===== src/rtl/p5pwm_defs.vh =====
// constants for the five channel 16-bit pwm block
`ifndef P5PWM_DEFS_VH
`define P5PWM_DEFS_VH
// ----------------------------------------------------------------
// register word indexes (byte address is four times the index)
// ----------------------------------------------------------------
`define P5_IDX_CTRL 5'h00
`define P5_IDX_PER_LO 5'h01
`define P5_IDX_PER_HI 5'h02
`define P5_IDX_CNT_LO 5'h03
`define P5_IDX_CNT_HI 5'h04
`define P5_IDX_DUTY0_LO 5'h05
`define P5_IDX_DUTY4_HI 5'h0e
`define P5_IDX_STAT 5'h0f
`define P5_IDX_IEN 5'h10
`define P5_IDX_ICLR 5'h11
`define P5_ADDR_HOLE 7
`define P5_ADDR_IDX 6:2
// ----------------------------------------------------------------
// byte pairs
// ----------------------------------------------------------------
`define P5_PAIR_PER 3'h0
`define P5_PAIR_CNT 3'h1
`define P5_PAIR_DUTY0 3'h2
`define P5_NPAIR 7
`define P5_NCH 5
// ----------------------------------------------------------------
// fields
// ----------------------------------------------------------------
`define P5_CTRL_EN 7
`define P5_CTRL_PSC 2:0
`define P5_CTRL_MASK 8'h87
`define P5_IRQ_W 6
`define P5_IRQ_PER 0
`define P5_IRQ_DUTY0 1
// ----------------------------------------------------------------
// reset values and bus answers
// ----------------------------------------------------------------
`define P5_RST_BYTE 8'h00
`define P5_RST_WORD 16'h0000
`define P5_RST_IRQ 6'h00
`define P5_RST_DIV 7'h00
`define P5_DIV_ONES 7'h7f
`define P5_RESP_OKAY 2'h0
`define P5_RESP_SLVERR 2'h2
`endif


===== src/rtl/p5pwm_top.v =====
// five channel 16-bit pwm generator with axi4-lite registers
//
// Contract
// - one shared 16-bit counter clears on reaching the period and flags it.
// - a channel flags a match whenever the counter equals its duty.
// - new period and duty values take effect from the next period.
// - one output period is the period value plus one pwm clocks.
// - each duty portion lasts as many pwm clocks as the duty value, capped at the whole period.
// - control bit 7 enables the generator and resets to zero.
// - control bits 2 to 0 divide the system clock by 2 to that power.
// - control bits 6 to 3 read as zero.
// - the counter is readable and writable as a low and high byte.
`timescale 1ns/10ps
`include "p5pwm_defs.vh"
module p5pwm_top (
  // clock and reset
  input wire mclk_i,
  input wire rst_n_i,
  // axi4-lite write address
  input wire [7:0] awaddr_i,
  input wire awvalid_i,
  output wire awready_o,
  // axi4-lite write data
  input wire [31:0] wdata_i,
  input wire [3:0] wstrb_i,
  input wire wvalid_i,
  output wire wready_o,
  // axi4-lite write response
  output wire [1:0] bresp_o,
  output wire bvalid_o,
  input wire bready_i,
  // axi4-lite read address
  input wire [7:0] araddr_i,
  input wire arvalid_i,
  output wire arready_o,
  // axi4-lite read data
  output wire [31:0] rdata_o,
  output wire [1:0] rresp_o,
  output wire rvalid_o,
  input wire rready_i,
  // pwm pins and interrupt
  output wire [4:0] channel_output_o,
  output wire irq_o
);
  // ----------------------------------------------------------------
  // helpers
  // ----------------------------------------------------------------
  function dec_ok;
    input [7:0] addr;
    begin
      dec_ok = (addr[`P5_ADDR_HOLE] == 1'b0) &&
        (addr[`P5_ADDR_IDX] <= `P5_IDX_ICLR);
    end
  endfunction

  // low/high byte registers pair up from index 1; idx 1..14 only
  function [2:0] pair_of;
    input [4:0] idx;
    reg [4:0] tmp;
    begin
      tmp = idx - `P5_IDX_PER_LO;
      pair_of = tmp[3:1];
    end
  endfunction

  function is_pair;
    input [4:0] idx;
    begin
      is_pair = (idx >= `P5_IDX_PER_LO) && (idx <= `P5_IDX_DUTY4_HI);
    end
  endfunction

  // ----------------------------------------------------------------
  // state
  // ----------------------------------------------------------------
  reg [7:0] ctrl_ff;
  reg [15:0] period_ff;
  reg [15:0] period_act_ff;
  reg [15:0] cnt_ff;
  reg [15:0] duty_ff [0:`P5_NCH-1];
  reg [7:0] wr_lo_ff [0:`P5_NPAIR-1];
  reg [7:0] rd_lo_ff [0:`P5_NPAIR-1];
  reg [`P5_IRQ_W-1:0] stat_ff;
  reg [`P5_IRQ_W-1:0] ien_ff;
  reg irq_ff;
  reg [7:0] awaddr_ff;
  reg aw_full_ff;
  reg [7:0] wbyte_ff;
  reg wlane_ff;
  reg w_full_ff;
  reg bvalid_ff;
  reg [1:0] bresp_ff;
  reg rvalid_ff;
  reg [1:0] rresp_ff;
  reg [7:0] rbyte_ff;
  integer i;
  integer j;

  wire en;
  wire tick;
  wire wrap;
  wire load;
  wire do_wr;
  wire wr_ok;
  wire do_rd;
  wire [4:0] widx;
  wire [4:0] ridx;
  wire [2:0] wpair;
  wire [2:0] rpair;
  wire [15:0] wval;
  wire [4:0] ch_match;
  wire [`P5_IRQ_W-1:0] events;
  reg [15:0] rpair_val;
  reg [7:0] nxt_rbyte;
  reg nxt_rok;

  // ----------------------------------------------------------------
  // axi4-lite handshakes
  // ----------------------------------------------------------------
  assign awready_o = ~aw_full_ff;
  assign wready_o = ~w_full_ff;
  assign bvalid_o = bvalid_ff;
  assign bresp_o = bresp_ff;
  assign arready_o = ~rvalid_ff;
  assign rvalid_o = rvalid_ff;
  assign rresp_o = rresp_ff;
  assign rdata_o = {24'h00_0000, rbyte_ff};

  assign do_wr = aw_full_ff & w_full_ff & ~bvalid_ff;
  // refused writes (unmapped or lane 0 off) must leave every register alone
  assign wr_ok = do_wr & wlane_ff & dec_ok(awaddr_ff);
  assign do_rd = arvalid_i & ~rvalid_ff;
  assign widx = awaddr_ff[`P5_ADDR_IDX];
  assign ridx = araddr_i[`P5_ADDR_IDX];
  assign wpair = pair_of(widx);
  assign rpair = pair_of(ridx);
  assign wval = {wbyte_ff, wr_lo_ff[wpair]};

  always @(posedge mclk_i or negedge rst_n_i) begin
    if (!rst_n_i) begin
      awaddr_ff <= `P5_RST_BYTE;
      aw_full_ff <= 1'b0;
      wbyte_ff <= `P5_RST_BYTE;
      wlane_ff <= 1'b0;
      w_full_ff <= 1'b0;
      bvalid_ff <= 1'b0;
      bresp_ff <= `P5_RESP_OKAY;
    end else begin
      if (awvalid_i && !aw_full_ff) begin
        awaddr_ff <= awaddr_i;
        aw_full_ff <= 1'b1;
      end else if (do_wr) begin
        aw_full_ff <= 1'b0;
      end
      if (wvalid_i && !w_full_ff) begin
        wbyte_ff <= wdata_i[7:0];
        wlane_ff <= wstrb_i[0];
        w_full_ff <= 1'b1;
      end else if (do_wr) begin
        w_full_ff <= 1'b0;
      end
      if (do_wr) begin
        bvalid_ff <= 1'b1;
        bresp_ff <= dec_ok(awaddr_ff) ? `P5_RESP_OKAY : `P5_RESP_SLVERR;
      end else if (bready_i) begin
        bvalid_ff <= 1'b0;
      end
    end
  end

  // ----------------------------------------------------------------
  // read path
  // ----------------------------------------------------------------
  always @* begin
    case (rpair)
      `P5_PAIR_PER: rpair_val = period_ff;
      `P5_PAIR_CNT: rpair_val = cnt_ff;
      default: rpair_val = duty_ff[rpair - `P5_PAIR_DUTY0];
    endcase
  end

  always @* begin
    nxt_rbyte = `P5_RST_BYTE;
    nxt_rok = dec_ok(araddr_i);
    if (!nxt_rok) begin
      nxt_rbyte = `P5_RST_BYTE;
    end else if (ridx == `P5_IDX_CTRL) begin
      nxt_rbyte = ctrl_ff & `P5_CTRL_MASK;
    end else if (ridx == `P5_IDX_STAT) begin
      nxt_rbyte = {2'h0, stat_ff};
    end else if (ridx == `P5_IDX_IEN) begin
      nxt_rbyte = {2'h0, ien_ff};
    end else if (ridx == `P5_IDX_ICLR) begin
      nxt_rbyte = `P5_RST_BYTE;
    end else if (ridx[0]) begin
      nxt_rbyte = rd_lo_ff[rpair];
    end else begin
      nxt_rbyte = rpair_val[15:8];
    end
  end

  always @(posedge mclk_i or negedge rst_n_i) begin
    if (!rst_n_i) begin
      rvalid_ff <= 1'b0;
      rresp_ff <= `P5_RESP_OKAY;
      rbyte_ff <= `P5_RST_BYTE;
    end else if (do_rd) begin
      rvalid_ff <= 1'b1;
      rresp_ff <= nxt_rok ? `P5_RESP_OKAY : `P5_RESP_SLVERR;
      rbyte_ff <= nxt_rbyte;
    end else if (rready_i) begin
      rvalid_ff <= 1'b0;
    end
  end

  // ----------------------------------------------------------------
  // byte pair staging
  // ----------------------------------------------------------------
  // one stage per pair so interleaved pairs do not corrupt each other
  always @(posedge mclk_i or negedge rst_n_i) begin
    if (!rst_n_i) begin
      for (i = 0; i < `P5_NPAIR; i = i + 1) begin
        wr_lo_ff[i] <= `P5_RST_BYTE;
        rd_lo_ff[i] <= `P5_RST_BYTE;
      end
    end else begin
      if (wr_ok && is_pair(widx) && widx[0]) begin
        wr_lo_ff[wpair] <= wbyte_ff;
      end
      if (do_rd && nxt_rok && is_pair(ridx) && !ridx[0]) begin
        rd_lo_ff[rpair] <= rpair_val[7:0];
      end
    end
  end

  // ----------------------------------------------------------------
  // control, period and duty registers
  // ----------------------------------------------------------------
  always @(posedge mclk_i or negedge rst_n_i) begin
    if (!rst_n_i) begin
      ctrl_ff <= `P5_RST_BYTE;
      period_ff <= `P5_RST_WORD;
      ien_ff <= `P5_RST_IRQ;
      for (j = 0; j < `P5_NCH; j = j + 1) begin
        duty_ff[j] <= `P5_RST_WORD;
      end
    end else if (wr_ok) begin
      if (widx == `P5_IDX_CTRL) begin
        ctrl_ff <= wbyte_ff & `P5_CTRL_MASK;
      end
      if (widx == `P5_IDX_IEN) begin
        ien_ff <= wbyte_ff[`P5_IRQ_W-1:0];
      end
      if (widx == `P5_IDX_PER_HI) begin
        period_ff <= wval;
      end
      if (is_pair(widx) && !widx[0] && wpair >= `P5_PAIR_DUTY0) begin
        duty_ff[wpair - `P5_PAIR_DUTY0] <= wval;
      end
    end
  end

  // ----------------------------------------------------------------
  // shared counter
  // ----------------------------------------------------------------
  // enable bit
  assign en = ctrl_ff[`P5_CTRL_EN];
  p5pwm_prescale p5pwm_prescale_inst (
    .mclk_i(mclk_i),
    .rst_n_i(rst_n_i),
    .run_i(en),
    .sel_i(ctrl_ff[`P5_CTRL_PSC]),
    .tick_o(tick)
  );

  assign wrap = tick & (cnt_ff == period_act_ff);
  // while stopped the active copies follow software directly
  assign load = wrap | ~en;

  always @(posedge mclk_i or negedge rst_n_i) begin
    if (!rst_n_i) begin
      cnt_ff <= `P5_RST_WORD;
      period_act_ff <= `P5_RST_WORD;
    end else begin
      if (load) begin
        period_act_ff <= period_ff;
      end
      if (wr_ok && widx == `P5_IDX_CNT_HI) begin
        cnt_ff <= wval;
      end else if (wrap) begin
        cnt_ff <= `P5_RST_WORD;
      end else if (tick) begin
        cnt_ff <= cnt_ff + 16'h0001;
      end
    end
  end

  // ----------------------------------------------------------------
  // channels
  // ----------------------------------------------------------------
  genvar g;
  generate
    for (g = 0; g < `P5_NCH; g = g + 1) begin : g_ch
      p5pwm_chan p5pwm_chan_inst (
        .mclk_i(mclk_i),
        .rst_n_i(rst_n_i),
        .en_i(en),
        .tick_i(tick),
        .load_i(load),
        .cnt_i(cnt_ff),
        .duty_i(duty_ff[g]),
        .out_o(channel_output_o[g]),
        .match_o(ch_match[g])
      );
    end
  endgenerate

  // ----------------------------------------------------------------
  // interrupts
  // ----------------------------------------------------------------
  // period flag in bit 0, channel match flags above it
  assign events = {ch_match, wrap};

  // a new event beats a clear in the same cycle
  always @(posedge mclk_i or negedge rst_n_i) begin
    if (!rst_n_i) begin
      stat_ff <= `P5_RST_IRQ;
      irq_ff <= 1'b0;
    end else begin
      if (wr_ok && widx == `P5_IDX_ICLR) begin
        stat_ff <= (stat_ff & ~wbyte_ff[`P5_IRQ_W-1:0]) | events;
      end else begin
        stat_ff <= stat_ff | events;
      end
      irq_ff <= |(stat_ff & ien_ff);
    end
  end

  assign irq_o = irq_ff;
endmodule


===== src/rtl/p5pwm_prescale.v =====
// prescaler making the pwm count enable from the system clock
`timescale 1ns/10ps
`include "p5pwm_defs.vh"
module p5pwm_prescale (
  // clock and reset
  input wire mclk_i,
  input wire rst_n_i,
  // control
  input wire run_i,
  input wire [2:0] sel_i,
  // enable pulse
  output wire tick_o
);
  reg [6:0] div_ff;
  wire [6:0] mask;

  // divide by two to the power of sel: low sel bits of div all ones
  assign mask = ~(`P5_DIV_ONES << sel_i);
  assign tick_o = run_i & ((div_ff & mask) == mask);

  // divider restarts when stopped so the first period is full length
  always @(posedge mclk_i or negedge rst_n_i) begin
    if (!rst_n_i) begin
      div_ff <= `P5_RST_DIV;
    end else if (!run_i) begin
      div_ff <= `P5_RST_DIV;
    end else begin
      div_ff <= div_ff + 7'h01;
    end
  end
endmodule


===== src/rtl/p5pwm_chan.v =====
// one duty channel: active duty copy, output and match pulse
`timescale 1ns/10ps
`include "p5pwm_defs.vh"
module p5pwm_chan (
  // clock and reset
  input wire mclk_i,
  input wire rst_n_i,
  // timing
  input wire en_i,
  input wire tick_i,
  input wire load_i,
  input wire [15:0] cnt_i,
  // programmed duty
  input wire [15:0] duty_i,
  // results
  output wire out_o,
  output wire match_o
);
  reg [15:0] duty_act_ff;
  reg out_ff;
  reg match_ff;

  assign out_o = out_ff;
  assign match_o = match_ff;

  always @(posedge mclk_i or negedge rst_n_i) begin
    if (!rst_n_i) begin
      duty_act_ff <= `P5_RST_WORD;
      out_ff <= 1'b0;
      match_ff <= 1'b0;
    end else begin
      if (load_i) begin
        duty_act_ff <= duty_i;
      end
      out_ff <= en_i & (cnt_i < duty_act_ff);
      match_ff <= en_i & tick_i & (cnt_i == duty_act_ff);
    end
  end
endmodule


===== config.mk =====
export PLATFORM = sky130hd
export DESIGN_NAME = p5pwm_top
export DESIGN_NICKNAME = d
export VERILOG_FILES = /design/src/rtl/p5pwm_top.v /design/src/rtl/p5pwm_prescale.v /design/src/rtl/p5pwm_chan.v
export VERILOG_INCLUDE_DIRS = /design/src /design/src/rtl
export SDC_FILE = /design/constraint.sdc
export NUM_CORES = 1
export LEC_CHECK = 0
export BUFFER_PORTS_ARGS = -buffer_cell sky130_fd_sc_hd__buf_4
export CAP_MARGIN = 5
export CORE_MARGIN = 3
export CORE_UTILIZATION = 45
export DETAILED_ROUTE_END_ITERATION = 10
export GPL_TIMING_DRIVEN = 0
export MAX_ROUTING_LAYER = met4
export PLACE_DENSITY_LB_ADDON = 0.15
export SLEW_MARGIN = 20
export SYNTH_ARGS = -nofsm -noshare
export SYNTH_HDL_FRONTEND = slang
export SYNTH_SLANG_ARGS = --single-unit

===== constraint.sdc =====
create_clock -name mclk_i -period 3.48 [get_ports mclk_i]
set_input_delay 0.87 -clock mclk_i [delete_from_list [all_inputs] [get_ports mclk_i]]
set_output_delay 0.87 -clock mclk_i [all_outputs]
set_load 0.02 [all_outputs]

==> results of run 1 <==
-- worst max path at each step --
| stage | startpoint | to |
|---|---|---|
| after floorplan | araddr_i[2] | rbyte_ff[4] |
| after global placement | rst_n_i | rd_lo_ff[35] |
| after detailed placement | araddr_i[2] | rd_lo_ff[38] |
| after CTS | araddr_i[2] | rd_lo_ff[52] |
| after global routing | araddr_i[2] | rd_lo_ff[27] |
| final | araddr_i[2] | rbyte_ff[1] |
-- cells in the mapped netlist (all sizes together) (6+ instances only) --
cell,n,area share
a21o,20,0.0074
a21oi,98,0.024
a22oi,13,0.0048
a2bb2oi,6,0.0026
a31oi,16,0.0049
and2,13,0.0040
and3,7,0.0022
buf,72,0.022
clkbuf,51,0.0094
dfrtp,383,0.47
ha,91,0.056
inv,102,0.019
mux2,284,0.16
mux2i,27,0.013
mux4,9,0.010
nand2,132,0.024
nand2b,6,0.0018
nand3,41,0.011
nand3b,8,0.0042
nand4,26,0.0088
nor2,110,0.020
nor2b,28,0.0086
nor3,30,0.0084
nor3b,9,0.0033
nor4,7,0.0029
o211ai,11,0.0041
o21a,12,0.0044
o21ai,105,0.026
or3,18,0.0055
xnor2,23,0.0099
-- sequential cells by signal (all words and copies together), names as in the netlist --
name,cells
irq_o,1
period_act_ff,16
period_ff,16
g_ch.p5pwm_chan_inst.out_o,5
ien_ff,6
wbyte_ff,8
rbyte_ff,8
bresp_o,1
w_full_ff,1
g_ch.p5pwm_chan_inst.duty_act_ff,80
rresp_o,1
cnt_ff,16
rvalid_o,1
wr_lo_ff,56
wlane_ff,1
awaddr_ff,6
stat_ff,6
p5pwm_prescale_inst.div_ff,7
bvalid_o,1
ctrl_ff,4
g_ch.p5pwm_chan_inst.match_o,5
aw_full_ff,1
duty_ff,80
rd_lo_ff,56
-- per-stage QoR --
step / cells / instance area [um^2] / hold slack [ns] / TNS, ns
floorplan: 1889 / 20400 / 0.4044 / 0
global placement: 2528 / 21490 / 0.4145 / -966.79
detailed placement: 2536 / 21660 / 0.4144 / -97.94
CTS: 2608 / 23180 / 0.2591 / -0.04371
global route: 2610 / 23310 / 0.2929 / 0
finish: 2610 / 23310 / 0.2462 / 0
-- worst register-to-register path: stages (launching register included) --
cell and delay [ns]:
dfrtp_1 0.55, clkbuf_1 0.41, xnor2_1 0.18, nand4_1 0.18, nor4_4 0.64, a21boi_1 0.32
buf_2 0.31, buf_2 0.28, mux2_1 0.35
-- per-layer routing --
layer	track usage	vias up	part of all wire
li1	-	6911	-
met1	0.4055	7902	0.44
met4	0.1052	0	0.038
met3	0.05117	132	0.074
met2	0.4368	563	0.44
met5	-	-	0
-- area by class of cell --
| cell class | instances | area share |
|---|---|---|
| clock buffers | 62 | 0.05395 |
| repair buffers | 59 | 0.02335 |
| inverters | 102 | 0.01659 |
| clock inverters | 10 | 0.006710 |
| multi-input cells | 1281 | 0.4280 |
| plain buffers | 121 | 0.02845 |
| well taps | 592 | 0.03178 |
| flip-flops and latches | 383 | 0.4112 |
-- cells by family after synthesis --
| kind of cell | count (synthesis) | share of synthesized area |
|---|---|---|
| other | 1 | 0.0001847 |
| multiplexers | 320 | 0.1823 |
| adder cells (fa/ha/maj) | 91 | 0.05608 |
| XOR/XNOR | 27 | 0.01202 |
| AO/OA/AOI/OAI | 361 | 0.1131 |
| AND/OR/NAND/NOR | 456 | 0.1144 |
| flip-flops | 383 | 0.4720 |
| buffers and inverters | 225 | 0.04998 |
-- power groups by stage --
| stage | logic (mW) | registers [mW] | clock network (mW) |
|---|---|---|---|
| after floorplan | 4.57 | 6.29 | 0 |
| after global placement | 6.53 | 6.92 | 0 |
| after detailed placement | 6.67 | 6.96 | 0 |
| after CTS | 6.73 | 6.89 | 4.70 |
| after global routing | 7.37 | 7.06 | 4.87 |
| final | 6.79 | 6.94 | 4.61 |
-- repair_timing --
| action | in CTS | in global routing |
|---|---|---|
| resized for setup | 27 | 23 |
| cloned | 0 | 0 |
| pin swaps | 1 | 1 |
| setup buffers | 1 | 3 |
| setup endpoints to repair | 98 | 121 |
==> results.sh, run 1 <==
export IMPL_power_mw=18.34
export IMPL_start_kind="input pin"
export IMPL_slowest_stage="nor2_2"
export IMPL_comb_power_share=0.370
export IMPL_dpl_hpwl_um=50450
export IMPL_status="finished, final reports clean"
export IMPL_h_tree_depth=2
export IMPL_crit_family="buffers and inverters"
export IMPL_clk_latency_ns=0.57
export IMPL_areaGrowthSynthToFinish_pct=14.80
export IMPL_cts_inserted_buffers=42
export IMPL_p_sw_frac=0.3937
export IMPL_num_vias=15510
export IMPL_synth_cell_types=86
export IMPL_cp_depth=10
export IMPL_reg2reg_slack_ns=0.13
export IMPL_drv_slew=0
export IMPL_worstMarginPinSlew_ns=1.128
export IMPL_drv_cap=0
export IMPL_fin_ws_ns=0.01972
export IMPL_synth_area_per_cell_um2=10.89
export IMPL_hold_viol_final=0
export IMPL_via_per_inst=5.942
export IMPL_crit_required_ns=3.90
export IMPL_syn_inst=1864
export IMPL_ant_nets=0
export IMPL_clk_pin_slew_worst_paths_ns=0.06
export IMPL_endpoint_kind="register"
export IMPL_internal_power_mw=11.12
export IMPL_overflow=0
export IMPL_initialDrtViolationCount=1611
export IMPL_regArea_um2=9584
export IMPL_yosys_warnings=0
export IMPL_critPathBufInv=4
export IMPL_grt_total_usage=0.2935
export IMPL_die_y_um=218.4
export IMPL_cts_sinks=383
export IMPL_relSlewSlack=0.2479
export IMPL_rsz0062_at_grt="no"
export IMPL_layout_nets=2140
export IMPL_min_period_over_period=0.9943
export IMPL_routed_wl_um=67640
export IMPL_vdd_drop_max_mv=0.6557
export IMPL_n_antenna_cell=0
export IMPL_antenna_found_initial=3
export IMPL_setup_viol=0
export IMPL_power_density_nw_per_um2=786.7
export IMPL_num_rows=77
export IMPL_multi_input_area_um2=9976
export IMPL_mostFrequentLayoutCells="dfrtp_1 (383), mux2_2 (232), nand2_1 (132)"
export IMPL_drc=0
export IMPL_portBuffers=47
export IMPL_p_seq_frac=0.378
export IMPL_period_needed_ns=3.460
export IMPL_utilization=0.5248
export IMPL_worstSetupPathType="in -> reg"
export IMPL_wl_per_cell_um=25.91
export IMPL_synth_edff_count=0
export IMPL_worstPathArrival_ns=3.88
export IMPL_first_global_vias=14980
export IMPL_first_pass_iters=6
export IMPL_netlist_area_um2=20300
export IMPL_crit_chain="buf_4 -> clkinvlp_4 -> ha_1 -> clkbuf_4 -> xnor2_2 -> clkbuf_2 -> nor2_2 -> a21oi_1 -> a22oi_1 -> o21ai_0"
export IMPL_die_area_um2=47710
export IMPL_total_leakage_power_nw=10.96
export IMPL_cts_tree="built"
export IMPL_pwr_share_clk=0.251
export IMPL_start_util=0.4572
export IMPL_holdCritPathClass="in -> async"
export IMPL_cts_max_path_buffers=3
export IMPL_seq_area_frac_synth=0.4720
export IMPL_die_w_um=218.4
export IMPL_grt_max_degree=99
export IMPL_synth_seq_cells=383
export IMPL_finClkSkew_ns=0.01654
export IMPL_io_pins=106
export IMPL_critPathMaxStageDelay_ns=0.66
export IMPL_r2r_start="cnt_ff[4]"
export IMPL_final_common_cell="dfrtp_1"
export IMPL_gp_congestion=0.9511
export IMPL_fillers=3978
export IMPL_core_um2=44410
export IMPL_drive_gt1_frac=0.2443
export IMPL_dp_slack_ns=-1.818
export IMPL_worst_path_max_fanout=16
export IMPL_timing_rr_end="g_ch[2].p5pwm_chan_inst.duty_act_ff[6]"
export IMPL_timing_fmax_mhz=289.0
export IMPL_holdBufCountCts=0
export IMPL_cts_root_buf="clkbuf_16"
export IMPL_synth_flop_cell="dfrtp_1"
export IMPL_netSwitchingPower_mw=7.218
export IMPL_async_flop_share=1.000
export IMPL_grt_first_pass_wirelength_um=99910
export IMPL_worstRegToRegCells=8
(Power assumes the default switching activity.)
==> run 2: changes to the inputs <==
- clock period: 3.48 -> 4 ns (I/O delays scaled with it)
==> run 2 against run 1 <==
Die area unchanged. Clock skew decreased by 0.0018 ns. Sequential power decreased by 13%. Wire length about the same. Clock power decreased by 13%. Register-to-register slack improved by 0.29 ns. Critical path depth increased by 1. Critical path type unchanged.
==> results.sh, run 2 (same netlist as run 1, synthesis figures left out) <==
export IMPL_start_util=0.4572
export IMPL_start_kind="input pin"
export IMPL_gp_congestion=0.9511
export IMPL_final_common_cell="dfrtp_1"
export IMPL_utilization=0.5209
export IMPL_portBuffers=47
export IMPL_timing_fmax_mhz=258.5
export IMPL_first_global_vias=14950
export IMPL_crit_required_ns=4.41
export IMPL_cts_setup_buffers=0
export IMPL_areaGrowthSynthToFinish_pct=13.93
export IMPL_status="finished, final reports clean"
export IMPL_power_mw=15.90
export IMPL_period_needed_ns=3.868
export IMPL_reg_top3="duty_ff: 80 flops, g_ch.p5pwm_chan_inst.duty_act_ff: 80 flops"
export IMPL_overflow=0
export IMPL_io_pins=106
export IMPL_cts_inserted_buffers=42
export IMPL_cts_root_buf="clkbuf_16"
export IMPL_worstPathArrival_ns=4.27
export IMPL_min_period_over_period=0.9670
export IMPL_cts_sinks=383
export IMPL_timing_rr_end="duty_ff[0]"
export IMPL_place_inst=2536
export IMPL_grt_total_usage=0.2933
export IMPL_worstRegToRegCells=11
export IMPL_hold_viol_final=0
export IMPL_initialDrtViolationCount=1570
export IMPL_wl_per_cell_um=25.92
export IMPL_worstSetupPathType="in -> reg"
export IMPL_route_layer_met1_wl_um=30320
export IMPL_clk_latency_ns=0.57
export IMPL_num_vias=15370
export IMPL_vdd_drop_max_mv=0.5742
export IMPL_fin_cells=2607
export IMPL_worst_path_max_fanout=16
export IMPL_holdCritPathClass="in -> async"
export IMPL_first_pass_iters=7
export IMPL_die_y_um=218.4
export IMPL_grt_max_degree=99
export IMPL_layout_nets=2137
export IMPL_relSlewSlack=0.2681
export IMPL_met3_length_um=4715
export IMPL_drc=0
export IMPL_core_um2=44410
export IMPL_rsz0062_at_grt="no"
export IMPL_drv_slew=0
export IMPL_h_tree_depth=2
export IMPL_cts_tree="built"
export IMPL_dp_slack_ns=-1.428
export IMPL_total_leakage_power_nw=10.90
export IMPL_routed_wl_um=67580
export IMPL_mostFrequentLayoutCells="dfrtp_1 (383), mux2_2 (232), nand2_1 (132)"
export IMPL_grt_first_pass_wirelength_um=99790
export IMPL_cts_max_path_buffers=3
export IMPL_via_per_inst=5.896
export IMPL_clk_pin_slew_worst_paths_ns=0.06
export IMPL_worstMarginPinSlew_ns=1.098
export IMPL_worstSetupStartpoint="araddr_i[2]"
export IMPL_num_rows=77
export IMPL_dpl_hpwl_um=50450
export IMPL_r2r_start="awaddr_ff[2]"
export IMPL_wl_met2_um=30230
export IMPL_die_w_um=218.4
export IMPL_ant_nets=0
export IMPL_endpoint_kind="register"
export IMPL_die_area_um2=47710
export IMPL_routed_top_layer="met4"
export IMPL_setup_viol=0
export IMPL_drv_cap=0
export IMPL_finClkSkew_ns=0.01475
export IMPL_antenna_found_initial=3
export IMPL_drive_gt1_frac=0.2347
export IMPL_n_antenna_cell=0
export IMPL_fin_ws_ns=0.1320
export IMPL_power_density_nw_per_um2=687.1
export IMPL_reg2reg_slack_ns=0.42
-- run 2: changes by cell type in the layout (fill, tap and decap cells not counted), moves of 5 or more --
cell / previous run / this run
buf_4: 85 / 79
clkbuf_1: 49 / 54
buf_2: 27 / 34
clkbuf_2: 9 / 4
clkbuf_4: 6 / 1
-- run 2: repair_timing --
action                                  in CTS  in global routing
endpoints found under the setup margin      64                  9
gates resized for setup                     15                  2
cloned                                       0                  0
hold buffers                                 0                  0
-- run 2: worst max-delay path, stage by stage --
cell and delay [ns]:
buf_4 0.18, inv_1 0.28, ha_1 0.20, buf_2 0.28, nor2_1 0.17, a21boi_2 0.28
or2_1 0.33, clkbuf_2 0.31, a221o_1 0.45, a21oi_2 0.62, a21oi_1 0.14
-- run 2: metrics by stage --
step	area [um^2]	TNS [ns]	hold slack, ns
5_1_grt	23130	0	0.4229
6_report	23130	0	0.3723
4_1_cts	23120	0	0.3891
3_5_place_dp	21660	-71.43	0.4144
2_1_floorplan	20400	0	0.4044
3_3_place_gp	21490	-789.45	0.4145
-- run 2: worst max-delay path by stage --
stage                   end  slack, ns  cells past startpoint
2_1_floorplan   rbyte_ff[4]       0.54                     10
3_3_place_gp   rd_lo_ff[35]      -1.89                      1
3_5_place_dp   rd_lo_ff[38]      -1.43                     11
4_1_cts        rd_lo_ff[52]       0.09                     13
5_1_grt        rd_lo_ff[54]      0.007                     13
6_report       rd_lo_ff[13]       0.13                     11
-- run 2: final cells by class --
type,instances,area [um^2]
multi-input combinational,1281,9871
tap,592,740.7
inverter,102,382.9
buffer,122,639.4
clock inverter,10,156.4
sequential,383,9584
timing repair buffer,55,501.7
fill,4001,21280
clock buffer,62,1257
-- run 2: power breakdown --
group          leakage (nW)  internal (mW)  switching (mW)
logic                  4.96           2.37            3.48
clock network         0.695           2.42            1.59
registers              5.24           4.84            1.19
total                  10.9           9.64            6.26
-- run 2: layer usage --
metal,vias to the layer above,global-route usage
met5,-,-
met1,7827,0.4067
li1,6900,-
met3,122,0.04964
met4,0,0.09872
met2,522,0.4390
==> run 3: changes to the inputs <==
- clock period: 4 -> 3.9 ns (I/O delays scaled with it)
==> run 3 against run 2 <==
Clock-buffer cell count is the same. Setup slack gained 0.00072 ns. Utilization is essentially flat. Clock power grew 2%. Highest routed layer unchanged.
==> results.sh, run 3 (same netlist as run 1, synthesis figures left out) <==
export IMPL_gp_congestion=0.9511
export IMPL_cts_tree="built"
export IMPL_setup_viol=0
export IMPL_drc=0
export IMPL_via_per_inst=5.917
export IMPL_grt_max_degree=99
export IMPL_status="finished, final reports clean"
export IMPL_n_antenna_cell=0
export IMPL_areaGrowthSynthToFinish_pct=14.01
export IMPL_initialDrtViolationCount=1510
export IMPL_holdCritPathClass="in -> async"
export IMPL_total_leakage_power_nw=10.90
export IMPL_ant_nets=0
export IMPL_cts_max_path_buffers=3
export IMPL_fillers=3999
export IMPL_h_tree_depth=2
export IMPL_worstMarginPinSlew_ns=1.133
export IMPL_core_um2=44410
export IMPL_cts_sinks=383
export IMPL_start_util=0.4572
export IMPL_final_common_cell="dfrtp_1"
export IMPL_first_global_vias=14950
export IMPL_die_area_um2=47710
export IMPL_holdBufCountCts=0
export IMPL_min_period_over_period=0.9660
export IMPL_cts_inserted_buffers=42
export IMPL_die_y_um=218.4
export IMPL_period_needed_ns=3.767
export IMPL_die_w_um=218.4
export IMPL_crit_required_ns=4.36
export IMPL_num_rows=77
export IMPL_multi_input_area_um2=9883
export IMPL_endpoint_kind="register"
export IMPL_fin_setup_tns_ns=0
export IMPL_utilization=0.5212
export IMPL_finClkSkew_ns=0.01466
export IMPL_routed_wl_um=67670
export IMPL_fin_ws_ns=0.1327
export IMPL_clk_latency_ns=0.57
export IMPL_hold_viol_final=0
export IMPL_rsz0062_at_grt="no"
export IMPL_drive_gt1_frac=0.2357
export IMPL_clk_pin_slew_worst_paths_ns=0.06
export IMPL_portBuffers=47
export IMPL_cts_root_buf="clkbuf_16"
export IMPL_timing_fmax_mhz=265.4
export IMPL_worstSetupStartpoint="araddr_i[2]"
export IMPL_drv_slew=0
export IMPL_dpl_hpwl_um=50450
export IMPL_worstPathArrival_ns=4.23
export IMPL_first_pass_iters=6
export IMPL_num_vias=15430
export IMPL_worstSetupPathType="in -> reg"
export IMPL_overflow=0
export IMPL_grt_first_pass_wirelength_um=99790
export IMPL_dp_slack_ns=-1.503
export IMPL_layout_nets=2137
export IMPL_start_kind="input pin"
export IMPL_r2r_start="awaddr_ff[2]"
export IMPL_worst_path_max_fanout=16
export IMPL_regArea_um2=9584
export IMPL_grt_total_usage=0.2933
export IMPL_power_density_nw_per_um2=704.3
export IMPL_power_mw=16.30
export IMPL_drv_cap=0
export IMPL_relSlewSlack=0.2449
export IMPL_vdd_drop_max_mv=0.5889
export IMPL_hold_worst_slack_ns=0.3506
export IMPL_io_pins=106
export IMPL_reg_top3="duty_ff: 80 flops, g_ch.p5pwm_chan_inst.duty_act_ff: 80 flops"
export IMPL_wl_per_cell_um=25.96
export IMPL_antenna_found_initial=3
export IMPL_mostFrequentLayoutCells="dfrtp_1 (383), mux2_2 (232), nand2_1 (132)"
export IMPL_cts_setup_buffers=0
==> run 3: critical path, stage by stage <==
cell and delay (ns):
buf_4 0.18, inv_1 0.28, ha_1 0.20, buf_2 0.29, xor2_1 0.43, buf_1 0.70
nand2_1 0.42, a21oi_1 0.30, a21oi_2 0.18, o21ai_0 0.25
==> run 3: worst paths after layout <==
| path | end | slack [ns] | cells past startpoint |
|---|---|---|---|
| setup / recovery | rd_lo_ff[52] | 0.13 | 10 |
| hold / removal | g_ch[1].p5pwm_chan_inst.duty_act_ff[3] | 0.35 | 1 |
| setup reg to reg | duty_ff[0] | 0.27 | 11 |
| hold reg to reg | stat_ff[1] | 0.42 | 1 |
| max in group asynchronous | wbyte_ff[0] | 2.28 | 3 |
| min in group mclk_i | stat_ff[1] | 0.42 | 1 |
==> run 3: what timing repair did <==
item                                   in CTS  in global routing
setup endpoints to repair                  64                 19
endpoints found under the hold margin       0                  0
resized for setup                          15                  8
==> run 3: final cells by class <==
type | count | share of cell area
buffer | 122 | 0.02778
sequential | 383 | 0.4140
clock inverter | 10 | 0.006756
timing repair buffer | 55 | 0.02167
multi-input combinational | 1281 | 0.4269
clock buffer | 62 | 0.05432
inverter | 102 | 0.01654
tap | 592 | 0.03200
==> run 3: per-layer routing <==
| metal | share of wire | track usage | routed length, um |
|---|---|---|---|
| met3 | 0.071 | 0.04964 | 4796 |
| met5 | 0 | - | 0 |
| met2 | 0.45 | 0.4390 | 30130 |
| met4 | 0.037 | 0.09872 | 2490 |
| met1 | 0.45 | 0.4067 | 30260 |
==> run 3: through the flow <==
stage | instance area [um^2] | instances
2_1_floorplan | 20400 | 1889
3_3_place_gp | 21490 | 2528
3_5_place_dp | 21660 | 2536
4_1_cts | 23120 | 2607
5_1_grt | 23150 | 2607
6_report | 23150 | 2607
==> run 3: where the power goes <==
| group | switching, mW | internal (mW) |
|---|---|---|
| logic | 3.56 | 2.43 |
| registers | 1.23 | 4.97 |
| clock network | 1.63 | 2.49 |
